### src/iom_pkg.sv
// Package: constants, register map and carrier types of the I/O cell bank
package iom_pkg;

  // ---------------------------------------------------------------------
  // Register map (byte addresses, one aligned 32-bit word each)
  // ---------------------------------------------------------------------
  localparam logic [7:0] IOM_OFF_CTRL     = 8'h00; // Global test disables
  localparam logic [7:0] IOM_OFF_SRC_SEL  = 8'h04; // Side cell source pick
  localparam logic [7:0] IOM_OFF_PAD_IN   = 8'h08; // Raw pad receivers
  localparam logic [7:0] IOM_OFF_ARRAY_IN = 8'h0c; // Data into the array
  localparam logic [7:0] IOM_OFF_DRIVE    = 8'h10; // Live driver enables
  localparam logic [7:0] IOM_OFF_PAD_OUT  = 8'h14; // Output latch content

  // ---------------------------------------------------------------------
  // Field positions and reset values
  // ---------------------------------------------------------------------
  localparam int unsigned IOM_CTRL_IN_DIS_BIT  = 0;
  localparam int unsigned IOM_CTRL_OUT_DIS_BIT = 1;
  localparam logic [1:0]  IOM_CTRL_RESET       = 2'h0;
  localparam logic [31:0] IOM_SRC_SEL_RESET    = 32'h0000_0000;
  localparam logic [31:0] IOM_RDATA_RESET      = 32'h0000_0000;
  localparam logic        IOM_LATCH_RESET      = 1'h0;

  // ---------------------------------------------------------------------
  // Clock pad positions inside the bank
  // ---------------------------------------------------------------------
  localparam int unsigned IOM_CLK_PAD_FIRST  = 0;
  localparam int unsigned IOM_CLK_PAD_SECOND = 1;

  // ---------------------------------------------------------------------
  // Carrier types
  // ---------------------------------------------------------------------
  // Array-facing controls of one cell
  typedef struct packed {
    logic userOutUpper;  // Outgoing data from the channel above
    logic userOutLower;  // Outgoing data from the channel below
    logic padEnable;     // Per-cell driver enable
    logic outLatchGate;  // High: output latch transparent
  } iom_user_t;

  // Pad driver side of one cell
  typedef struct packed {
    logic padOutData;    // Data toward the pad driver
    logic padOutEn;      // High while the cell drives the pad
  } iom_pad_drv_t;

endpackage

### src/iom_io_bank.sv
// Module: bank of user I/O cells with APB control and clock pad taps
//
// Function
// - Every pad links to exactly one cell by out data, in data, enable.
// - Side cells pick outgoing data from the upper or lower channel.
// - The per-cell enable drives the pad only while it is asserted.
// - Two global test controls disable all output paths and zero every array input whose input latch passes; the clock pad taps stay live.
// - The output latch holds while its gate is low, passes when high.
// - The input gate is always the complement of the output gate.
// - The input latch holds while its gate is high, passes when low.
// - The array output carries pad data through the input latch.
// - Reserved programming and probe pads act as plain I/O in user mode.
// - Two clock pads also feed the global clock networks.
//
// Local design decisions: the placing of the registers and the APB register port.
`timescale 1ns/1ps

module iom_io_bank #(
  parameter int unsigned NUM_CELLS = 8,
  parameter int unsigned ADDR_W    = 8,
  parameter logic [NUM_CELLS-1:0] SIDE_MASK = '1
) (
  input  wire logic                  sys_clk,
  input  wire logic                  rst,
  // APB slave
  input  wire logic [ADDR_W-1:0]     paddr,
  input  wire logic                  psel,
  input  wire logic                  penable,
  input  wire logic                  pwrite,
  input  wire logic [31:0]           pwdata,
  input  wire logic [3:0]            pstrb,
  output logic [31:0]                prdata,
  output logic                       pready,
  output logic                       pslverr,
  // Test mode disables from the test controller
  input  wire logic                  testInputDisable,
  input  wire logic                  testOutputDisable,
  // Routing array side
  input  wire iom_pkg::iom_user_t    userSide [NUM_CELLS],
  output logic [NUM_CELLS-1:0]       arrayInData,
  // Pad side
  input  wire logic [NUM_CELLS-1:0]  padInData,
  output logic [NUM_CELLS-1:0]       padOutData,
  output logic [NUM_CELLS-1:0]       padOutEn,
  // Global clock network sources
  output logic                       clockNetFirst,
  output logic                       clockNetSecond
);

  // ---------------------------------------------------------------------
  // Address decode helper
  // ---------------------------------------------------------------------
  function automatic logic regHit(input logic [ADDR_W-1:0] addr,
                                  input logic [7:0]        off);
    regHit = (addr == ADDR_W'(off));
  endfunction

  // ---------------------------------------------------------------------
  // Register state
  // ---------------------------------------------------------------------
  logic [1:0]           ctrl;
  logic [NUM_CELLS-1:0] srcSelLower;
  logic [NUM_CELLS-1:0] padOutLatch;

  // ---------------------------------------------------------------------
  // APB phase and decode
  // ---------------------------------------------------------------------
  wire logic setupPhase;
  wire logic accessPhase;
  wire logic hitCtrl;
  wire logic hitSrcSel;
  wire logic hitPadIn;
  wire logic hitArrayIn;
  wire logic hitDrive;
  wire logic hitPadOut;
  wire logic hitAny;
  wire logic writeCtrl;
  wire logic writeSrcSel;
  wire logic [31:0] readMux;

  // Zero wait: read data is captured in setup, ready in access
  assign setupPhase  = psel & ~penable;
  assign accessPhase = psel & penable;
  assign hitCtrl     = regHit(paddr, iom_pkg::IOM_OFF_CTRL);
  assign hitSrcSel   = regHit(paddr, iom_pkg::IOM_OFF_SRC_SEL);
  assign hitPadIn    = regHit(paddr, iom_pkg::IOM_OFF_PAD_IN);
  assign hitArrayIn  = regHit(paddr, iom_pkg::IOM_OFF_ARRAY_IN);
  assign hitDrive    = regHit(paddr, iom_pkg::IOM_OFF_DRIVE);
  assign hitPadOut   = regHit(paddr, iom_pkg::IOM_OFF_PAD_OUT);
  assign hitAny      = hitCtrl | hitSrcSel | hitPadIn | hitArrayIn
                     | hitDrive | hitPadOut;
  // Only the low byte lane matters for the narrow control fields
  assign writeCtrl   = accessPhase & pwrite & hitCtrl & pstrb[0];
  assign writeSrcSel = accessPhase & pwrite & hitSrcSel;

  // Read selection; narrow fields sit low, upper bits read zero
  assign readMux =
      hitCtrl    ? 32'(ctrl)        :
      hitSrcSel  ? 32'(srcSelLower) :
      hitPadIn   ? 32'(padInData)   :
      hitArrayIn ? 32'(arrayInData) :
      hitDrive   ? 32'(padOutEn)    :
      hitPadOut  ? 32'(padOutLatch) :
                   iom_pkg::IOM_RDATA_RESET;

  assign pready = 1'b1;

  // ---------------------------------------------------------------------
  // Byte-lane merge for the source select register
  // ---------------------------------------------------------------------
  logic [31:0] srcSelWide;
  logic [31:0] next_srcSel;
  assign srcSelWide = 32'(srcSelLower);

  always_comb begin
    next_srcSel = srcSelWide;
    for (int b = 0; b < 4; b++) begin
      if (pstrb[b]) begin
        next_srcSel[b*8 +: 8] = pwdata[b*8 +: 8];
      end
    end
  end

  // ---------------------------------------------------------------------
  // Control registers
  // ---------------------------------------------------------------------
  always_ff @(posedge sys_clk) begin
    if (rst) begin
      ctrl        <= iom_pkg::IOM_CTRL_RESET;
      srcSelLower <= NUM_CELLS'(iom_pkg::IOM_SRC_SEL_RESET);
    end else begin
      if (writeCtrl) begin
        ctrl <= pwdata[1:0];
      end
      if (writeSrcSel) begin
        srcSelLower <= next_srcSel[NUM_CELLS-1:0];
      end
    end
  end

  // ---------------------------------------------------------------------
  // Read data and error answer
  // ---------------------------------------------------------------------
  // Unmapped address answers with pslverr and zero data
  always_ff @(posedge sys_clk) begin
    if (rst) begin
      prdata  <= iom_pkg::IOM_RDATA_RESET;
      pslverr <= 1'b0;
    end else if (setupPhase) begin
      prdata  <= pwrite ? iom_pkg::IOM_RDATA_RESET : readMux;
      pslverr <= ~hitAny;
    end
  end

  // ---------------------------------------------------------------------
  // Global disables
  // ---------------------------------------------------------------------
  // Pins and register bits combine so either the test controller or
  // software can isolate every cell of the bank
  wire logic inDisableAll;
  wire logic outDisableAll;
  assign inDisableAll  = testInputDisable
                       | ctrl[iom_pkg::IOM_CTRL_IN_DIS_BIT];
  assign outDisableAll = testOutputDisable
                       | ctrl[iom_pkg::IOM_CTRL_OUT_DIS_BIT];

  // ---------------------------------------------------------------------
  // Cell array
  // ---------------------------------------------------------------------
  // Reserved programming, binning and probe pads are ordinary cells here
  iom_pkg::iom_pad_drv_t padDrv [NUM_CELLS];

  for (genvar c = 0; c < NUM_CELLS; c++) begin : g_cell
    iom_io_cell #(
      .SIDE_CELL (SIDE_MASK[c])
    ) u_cell (
      .sys_clk     (sys_clk),
      .rst         (rst),
      .user        (userSide[c]),
      .selLower    (srcSelLower[c]),
      .inDisable   (inDisableAll),
      .outDisable  (outDisableAll),
      .padInData   (padInData[c]),
      .padDrv      (padDrv[c]),
      .arrayInData (arrayInData[c])
    );
    assign padOutData[c]  = padDrv[c].padOutData;
    assign padOutEn[c]    = padDrv[c].padOutEn;
    assign padOutLatch[c] = padDrv[c].padOutData;
  end

  // ---------------------------------------------------------------------
  // Clock pad taps
  // ---------------------------------------------------------------------
  // Taken straight from the receiver, ahead of the input latch, so the
  // clock networks see no gate delay and no test-mode blocking
  assign clockNetFirst  = padInData[iom_pkg::IOM_CLK_PAD_FIRST];
  assign clockNetSecond = padInData[iom_pkg::IOM_CLK_PAD_SECOND];

  for (genvar c = 0; c < NUM_CELLS; c++) begin : g_chk
    wire logic selData;
    assign selData = (SIDE_MASK[c] && srcSelLower[c])
                   ? userSide[c].userOutLower : userSide[c].userOutUpper;

  end
endmodule // iom_io_bank

### src/iom_io_cell.sv
// Module: one I/O cell with gated output latch and complementary input latch
`timescale 1ns/1ps

module iom_io_cell #(
  parameter logic SIDE_CELL = 1'b1
) (
  input  wire logic                 sys_clk,
  input  wire logic                 rst,
  input  wire iom_pkg::iom_user_t   user,
  input  wire logic                 selLower,
  input  wire logic                 inDisable,
  input  wire logic                 outDisable,
  input  wire logic                 padInData,
  output iom_pkg::iom_pad_drv_t     padDrv,
  output logic                      arrayInData
);

  // ---------------------------------------------------------------------
  // Source selection and latch gates
  // ---------------------------------------------------------------------
  logic heldOut;
  logic heldIn;
  wire  logic userOutData;
  wire  logic inLatchGate;
  wire  logic outValue;
  wire  logic inSource;

  // Top/bottom cells see one channel only, lower input ignored
  assign userOutData = (SIDE_CELL && selLower) ? user.userOutLower
                                               : user.userOutUpper;
  assign inLatchGate = ~user.outLatchGate;

  // Latches modelled as a hold flop plus bypass mux, so no real latch
  // is inferred; the held value is the one seen at the last edge open
  assign outValue = user.outLatchGate ? userOutData : heldOut;
  assign inSource = inDisable ? 1'b0 : padInData;

  // ---------------------------------------------------------------------
  // Hold registers
  // ---------------------------------------------------------------------
  always_ff @(posedge sys_clk) begin
    if (rst) begin
      heldOut <= iom_pkg::IOM_LATCH_RESET;
      heldIn  <= iom_pkg::IOM_LATCH_RESET;
    end else begin
      heldOut <= outValue;
      heldIn  <= arrayInData;
    end
  end

  // ---------------------------------------------------------------------
  // Pad and array outputs
  // ---------------------------------------------------------------------
  // Global output disable overrides the per-cell enable
  assign padDrv.padOutData = outValue;
  assign padDrv.padOutEn   = user.padEnable & ~outDisable;
  assign arrayInData = inLatchGate ? heldIn : inSource;

endmodule // iom_io_cell

### config.mk
export PLATFORM = sky130hd
export DESIGN_NAME = iom_io_bank
export DESIGN_NICKNAME = d
export VERILOG_FILES = /design/src/iom_pkg.sv /design/src/iom_io_bank.sv /design/src/iom_io_cell.sv
export SDC_FILE = /design/constraint.sdc
export NUM_CORES = 1
export LEC_CHECK = 0
export ABC_AREA = 1
export BUFFER_PORTS_ARGS = -buffer_cell sky130_fd_sc_hd__buf_2
export CAP_MARGIN = 30
export CORE_MARGIN = 1.5
export CORE_UTILIZATION = 40
export CTS_CLUSTER_DIAMETER = 40
export DETAILED_ROUTE_END_ITERATION = 10
export GPL_TIMING_DRIVEN = 0
export PLACE_DENSITY = 0.74
export SLEW_MARGIN = 15
export SYNTH_ARGS = -nofsm -noshare
export SYNTH_HDL_FRONTEND = slang
export SYNTH_SLANG_ARGS = --single-unit
### constraint.sdc
create_clock -name sys_clk -period 1.1 [get_ports sys_clk]
set_input_delay 0 -clock sys_clk [delete_from_list [all_inputs] [get_ports sys_clk]]
set_output_delay 0 -clock sys_clk [all_outputs]
set_load 0.01 [all_outputs]
==> results of run 1 <==
[flip-flops by register name, summed over array words and instances, names as in the netlist]
| register | cells |
|---|---|
| g_cell.u_cell.heldIn | 8 |
| g_cell.u_cell.heldOut | 8 |
| prdata | 8 |
| srcSelLower | 8 |
| ctrl | 2 |
| pslverr | 1 |
[report_power, final]
group / internal (mW) / switching [mW] / leakage (nW)
combinational: 0.477 / 0.484 / 1.78
sequential: 1.30 / 0.00985 / 0.290
clock: 0.441 / 0.508 / 0.0402
total: 2.22 / 1.00 / 2.11
[cell usage after synthesis (all sizes together)]
cell / instances / area, sq um
dfxtp: 35 / 701
clkbuf: 3 / 11.3
conb: 2 / 7.51
o21ai: 13 / 65.1
buf: 48 / 375
nand3: 28 / 153
nor2: 55 / 270
nand2: 92 / 370
nand4: 1 / 6.26
inv: 67 / 251
a21oi: 47 / 265
nor3: 1 / 10.0
a31oi: 2 / 12.5
[per-stage QoR]
step | instances | hold WS [ns]
2_1_floorplan | 417 | 0.0918
3_3_place_gp | 589 | 0.203
3_5_place_dp | 589 | 0.204
4_1_cts | 622 | 0.000433
5_1_grt | 628 | 0.0143
6_report | 628 | 0.00153
[final timing paths]
check | start | to | cells after the start | slack [ns]
max | ctrl[0]$_SDFFE_PP0P_ | prdata[4]$_SDFFE_PP0P_ | 10 | -0.23
min | padInData[7] | g_cell[7].u_cell.heldIn$_SDFF_PP0_ | 3 | 0.002
max reg2reg | ctrl[0]$_SDFFE_PP0P_ | prdata[4]$_SDFFE_PP0P_ | 10 | -0.23
min reg2reg | prdata[3]$_SDFFE_PP0P_ | prdata[3]$_SDFFE_PP0P_ | 2 | 0.49
[critical path, stage by stage (launching register included)]
cell	delay, ns
dfxtp_2	0.35
nor2_4	0.13
buf_6	0.17
nand3_4	0.09
nand2_4	0.08
nor2_4	0.03
nor2_2	0.10
nand2_1	0.05
nand2_1	0.05
nand2_1	0.06
a21oi_2	0.13
[what timing repair did]
action                                  4_1_cts  5_1_grt
hold endpoints to repair                     11        0
buffers inserted                             18        8
endpoints found under the setup margin       32       33
resized for setup                            78       43
pin swaps                                    27       35
hold buffers                                 10        0
[per-layer routing]
layer	GRT usage [%]	vias up
met2	42.0	147
met3	4.22	18
met1	29.2	1321
met5	0	-
li1	-	1461
met4	8.14	0
[cell usage in the layout, fill, tap and decap left out, drive strengths merged]
cell         instances
o21ai               13
nand3               28
dfxtp               35
nand4                1
nor3                 1
a21oi               47
nor2                55
inv                 67
dlygate4sd3         10
clkinv               1
clkbuf               8
nand2               92
a31oi                2
buf                166
conb                25
clkinvlp             2
[kinds of logic (layout without fill, tap and decap cells)]
family | after synthesis | in the layout | synth area share (%)
flip-flops | 35 | 35 | 28.0
AO/OA/AOI/OAI | 62 | 62 | 13.7
other | 2 | 25 | 0.301
buffers and inverters | 118 | 254 | 25.5
AND/OR/NAND/NOR | 177 | 177 | 32.4
[area by class of cell]
class                           count  area, sq um
Buffer                             48          394
Clock buffer                        5         68.8
Clock inverter                      3         20.0
Fill cell                         525         1940
Inverter                           67          256
Multi-Input combinational cell    264         1560
Sequential cell                    35          716
Tap cell                           75         93.8
Timing Repair Buffer              131          942
==> reports/qor.csv, run 1 <==
metric,value,unit
status,"complete, but fails checks",
violations,setup timing,
max_cap_viol_count,0,
start_kind,flop,
clk_root_buffer_cell,clkbuf_8,
h-tree-depth,2,
clkSlewWorstSetupHoldPaths,0.08,ns
period_share,121,%
antenna_cells,0,
areaGrowthSynthToFinish,62.2,%
power,3.22,mW
rsz0062_at_grt,yes,
critPathMaxFanout,4,
worst_ep_arrival_time,1.55,ns
synth_area_per_cell,6.34,sq um
route.met3.wl,630,um
die_h,82.0,um
period_needed,1.33,ns
io_buffers,97,
cts_tree,yes,
cts_buffers,5,
wire_per_inst,12.9,um
fin_area,0.00405,sq mm
worst_setup_path_end_kind,flop,
tns,-3.56,ns
io_pins,151,
routed_wl,8130,um
top_layer,met4,
drive_gt1_share,50.8,%
place_congestion,0.824,
hold_path_class,in2reg,
setup_viol,24,
peakVddDrop,470,uV
coreArea,0.00599,sq mm
die_area,0.00673,sq mm
fin_ws,-0.226,ns
drc_errors,0,
synthCells,394,
start_util,41.7,%
dp_slack,-0.267,ns
path_class,reg2reg,
grt_max_degree,13,
grt_pass1_wl,12000,um
cts.path.max_buffers,2,
antenna_found_initial,0,
wl_met1,3350,um
skew,0.00847,ns
ant_nets,0,
power_leakage,2.11,nW
vias,2947,
vias_per_cell,4.69,
finalCoreUtilization,67.6,%
synth_cell_types,23,
drt_iter0_markers,193,
fin_nets,643,
power_per_cell_area,794,mW/mm^2
grt_pass1_vias,2699,
crit_required,1.33,ns
hold_viol,0,
relSlewSlack,48.3,%
dpl.hpwl,5350,um
wl_met2,4010,um
tightest_slew,0.775,ns
ys.warnings.count,0,
ys_ff_latch,35,
clock-sinks,35,
die_w,82.0,um
ys_seq_area_share,28.0,%
place_area,0.00324,sq mm
maxSlewViolCount,0,
synth_area,0.00250,sq mm
insertion_delay,0.29,ns
num_rows,28,
fmax,754,MHz
overflow,0,
grt_use_total,23.9,%
drt_pass1_iterations,5,
No activity file was read; power rests on OpenSTA's default activity.
==> inputs of run 2 (changes only) <==
--- a/config.mk
+++ b/config.mk
@@ -5,15 +5,15 @@
 export SDC_FILE = /design/constraint.sdc
 export NUM_CORES = 1
 export LEC_CHECK = 0
-export ABC_AREA = 1
 export BUFFER_PORTS_ARGS = -buffer_cell sky130_fd_sc_hd__buf_2
 export CAP_MARGIN = 30
+export CORE_ASPECT_RATIO = 1.1
 export CORE_MARGIN = 1.5
-export CORE_UTILIZATION = 40
+export CORE_UTILIZATION = 38
 export CTS_CLUSTER_DIAMETER = 40
 export DETAILED_ROUTE_END_ITERATION = 10
 export GPL_TIMING_DRIVEN = 0
-export PLACE_DENSITY = 0.74
+export PLACE_DENSITY = 0.72
 export SLEW_MARGIN = 15
 export SYNTH_ARGS = -nofsm -noshare
 export SYNTH_HDL_FRONTEND = slang
==> run 2 against run 1 <==
Against the previous run:
- the run still ends with setup timing left
- highest routed layer unchanged
- global-route usage decreased by 2.8 points
- critical path depth down 4
- via count shrank 16%
- flip-flop and latch count did not move
- largest cell class unchanged
- synthesized cell count decreased by 27%
==> reports/qor.csv, run 2 <==
metric,value,unit
power,3.05,mW
wire_per_inst,13.8,um
setup_viol,30,
io_pins,151,
crit_required,1.32,ns
antenna_found_initial,0,
max_stage_delay,0.33,ns
rsz0062_at_grt,yes,
die_h,84.7,um
start_util,39.8,%
ys_seq_area_share,30.4,%
place_congestion,0.743,
synth_most_common_cell,buf_4,
grt_use_total,21.1,%
hp-start,userSide[4],
synthCells,287,
hold_path_depth,3,
ys_ff_latch,35,
fin_ws,-0.240,ns
mostFrequentLayoutCells,"buf_2, buf_4, mux2i_1, conb_1, dfxtp_1",
synth_top_area_cell,dfxtp_1,
clk_root_buffer_cell,clkbuf_8,
areaGrowthSynthToFinish,53.7,%
grt_pass1_vias,2361,
num_rows,29,
peakVddDrop,582,uV
power_leakage,1.81,nW
cts_tree,yes,
reg2reg_slack,-0.24,ns
drt_iter0_markers,78,
clkSlewWorstSetupHoldPaths,0.07,ns
grt_max_degree,11,
routed_wl,7140,um
drt_pass1_iterations,5,
status,"complete, but fails checks",
hold_ws,0.0364,ns
timing.rr.start,ctrl[0]$_SDFFE_PP0P_,
io_buffers,97,
synth_area_per_cell,8.04,sq um
synth-edff-count,0,
overflow,0,
cpLargestDelayFamily,compound AO/OA/AOI/OAI gates,
drive_gt1_share,49.5,%
fmax,746,MHz
critPathBufInv,1,
vias,2467,
ys.warnings.count,0,
drc_errors,0,
violations,setup timing,
synth_common_cells,"buf_4, dfxtp_1, mux2i_1",
clock-sinks,35,
r2r_cells,6,
ys_top_cells_by_area,"dfxtp_1, buf_4, mux2i_1",
tightest_slew,0.589,ns
dp_slack,-0.454,ns
coreArea,0.00581,sq mm
dpl.hpwl,4870,um
r2r_end,prdata[0]$_SDFFE_PP0P_,
maxSlewViolCount,0,
async_reset_ff_share,0,%
hold_path_class,in2reg,
cts_buffers,5,
critPathMaxFanout,9,
ant_nets,0,
period_share,122,%
power_per_cell_area,860,mW/mm^2
die_area,0.00655,sq mm
layout_commonest_cell,buf_2,
grt_pass1_wl,10800,um
h-tree-depth,2,
start_kind,flop,
ys.flop_type,dfxtp_1,
relSlewSlack,60.7,%
vias_per_cell,4.77,
die_w,77.3,um
tns,-3.43,ns
max_cap_viol_count,0,
yosysTopAreaCellShare,30.4,%
synth_cell_types,35,
fin_nets,532,
min_to,g_cell[6].u_cell.heldOut$_SDFF_PP0_,
antenna_cells,0,
synth_area,0.00231,sq mm
insertion_delay,0.28,ns
skew,0.00219,ns
worstPathCellList,"nor2_4, buf_12, nand3_1, and3_1, o32a_1, o21ai_1",
cts.path.max_buffers,2,
hold_viol,0,
worst_setup_path_end_kind,flop,
cpMaxStageDelayCell,dfxtp_2,
worst_ep_arrival_time,1.56,ns
period_needed,1.34,ns
path_class,reg2reg,
-- run 2: how the worst max path moves through the flow --
stage                    startpoint                      to  slack [ns]  cells past startpoint
2_1_floorplan  ctrl[0]$_SDFFE_PP0P_  prdata[6]$_SDFFE_PP0P_       -0.09                      5
3_3_place_gp               paddr[3]  prdata[3]$_SDFFE_PP0P_       -0.40                      6
3_5_place_dp               paddr[3]  prdata[4]$_SDFFE_PP0P_       -0.45                      7
4_1_cts        ctrl[0]$_SDFFE_PP0P_          arrayInData[2]       -0.24                      6
5_1_grt        ctrl[0]$_SDFFE_PP0P_  prdata[6]$_SDFFE_PP0P_       -0.31                      6
6_report       ctrl[0]$_SDFFE_PP0P_  prdata[0]$_SDFFE_PP0P_       -0.24                      6
-- run 2: worst reg2reg max path, delay by kind of cell, from the launching register on --
kind	cells	cell delay [ns]
buf+inv	1	0.14
simple gates	3	0.38
flops	1	0.33
compound gates	2	0.42
-- run 2: repair_timing --
action                                  in CTS  in global routing
resized for setup                           55                 24
endpoints found under the setup margin      48                 36
setup buffers                               16                  5
gates cloned                                 0                  0
hold endpoints to repair                    10                  0
hold buffers                                 8                  0
pin swaps                                   20                 13
-- run 2: cell type report --
class / count / area, sq um
Timing Repair Buffer: 126 / 850
Clock buffer: 6 / 72.6
Buffer: 51 / 359
Multi-Input combinational cell: 208 / 1410
Sequential cell: 35 / 713
Fill cell: 549 / 2260
Tap cell: 77 / 96.3
Inverter: 14 / 52.6
-- run 2: cells by family (layout without fill, tap and decap cells) --
family	count (synthesis)	count (layout)	synth area share, %
AND/OR/NAND/NOR	106	106	26.2
buffers and inverters	67	197	18.2
AO/OA/AOI/OAI	50	50	13.2
flip-flops	35	35	30.4
multiplexers	27	27	11.8
other	2	25	0.325
-- run 2: report_power, final --
part	leakage, nW	internal (mW)	switching (mW)	total, mW
clock	0.0371	0.422	0.447	0.869
sequential	0.290	1.30	0.0115	1.31
combinational	1.48	0.453	0.419	0.872
-- run 2: per-layer routing --
layer / global-route usage (%) / part of all wire (%) / up-vias
met5: 0 / 0 / -
met1: 23.7 / 39 / 1137
met2: 38.9 / 52 / 101
met3: 4.67 / 7.7 / 8
li1: - / - / 1221
met4: 7.60 / 1.1 / 0
-- run 2: metrics by stage --
stage / cell area [sq um] / util [%] / instances
after floorplan: 2400 / - / 310
after global placement: 2980 / 51.4 / 484
after detailed placement: 2980 / 51.4 / 484
after CTS: 3430 / 59.1 / 513
after global routing: 3550 / 61.1 / 517
final: 3550 / 61.1 / 517
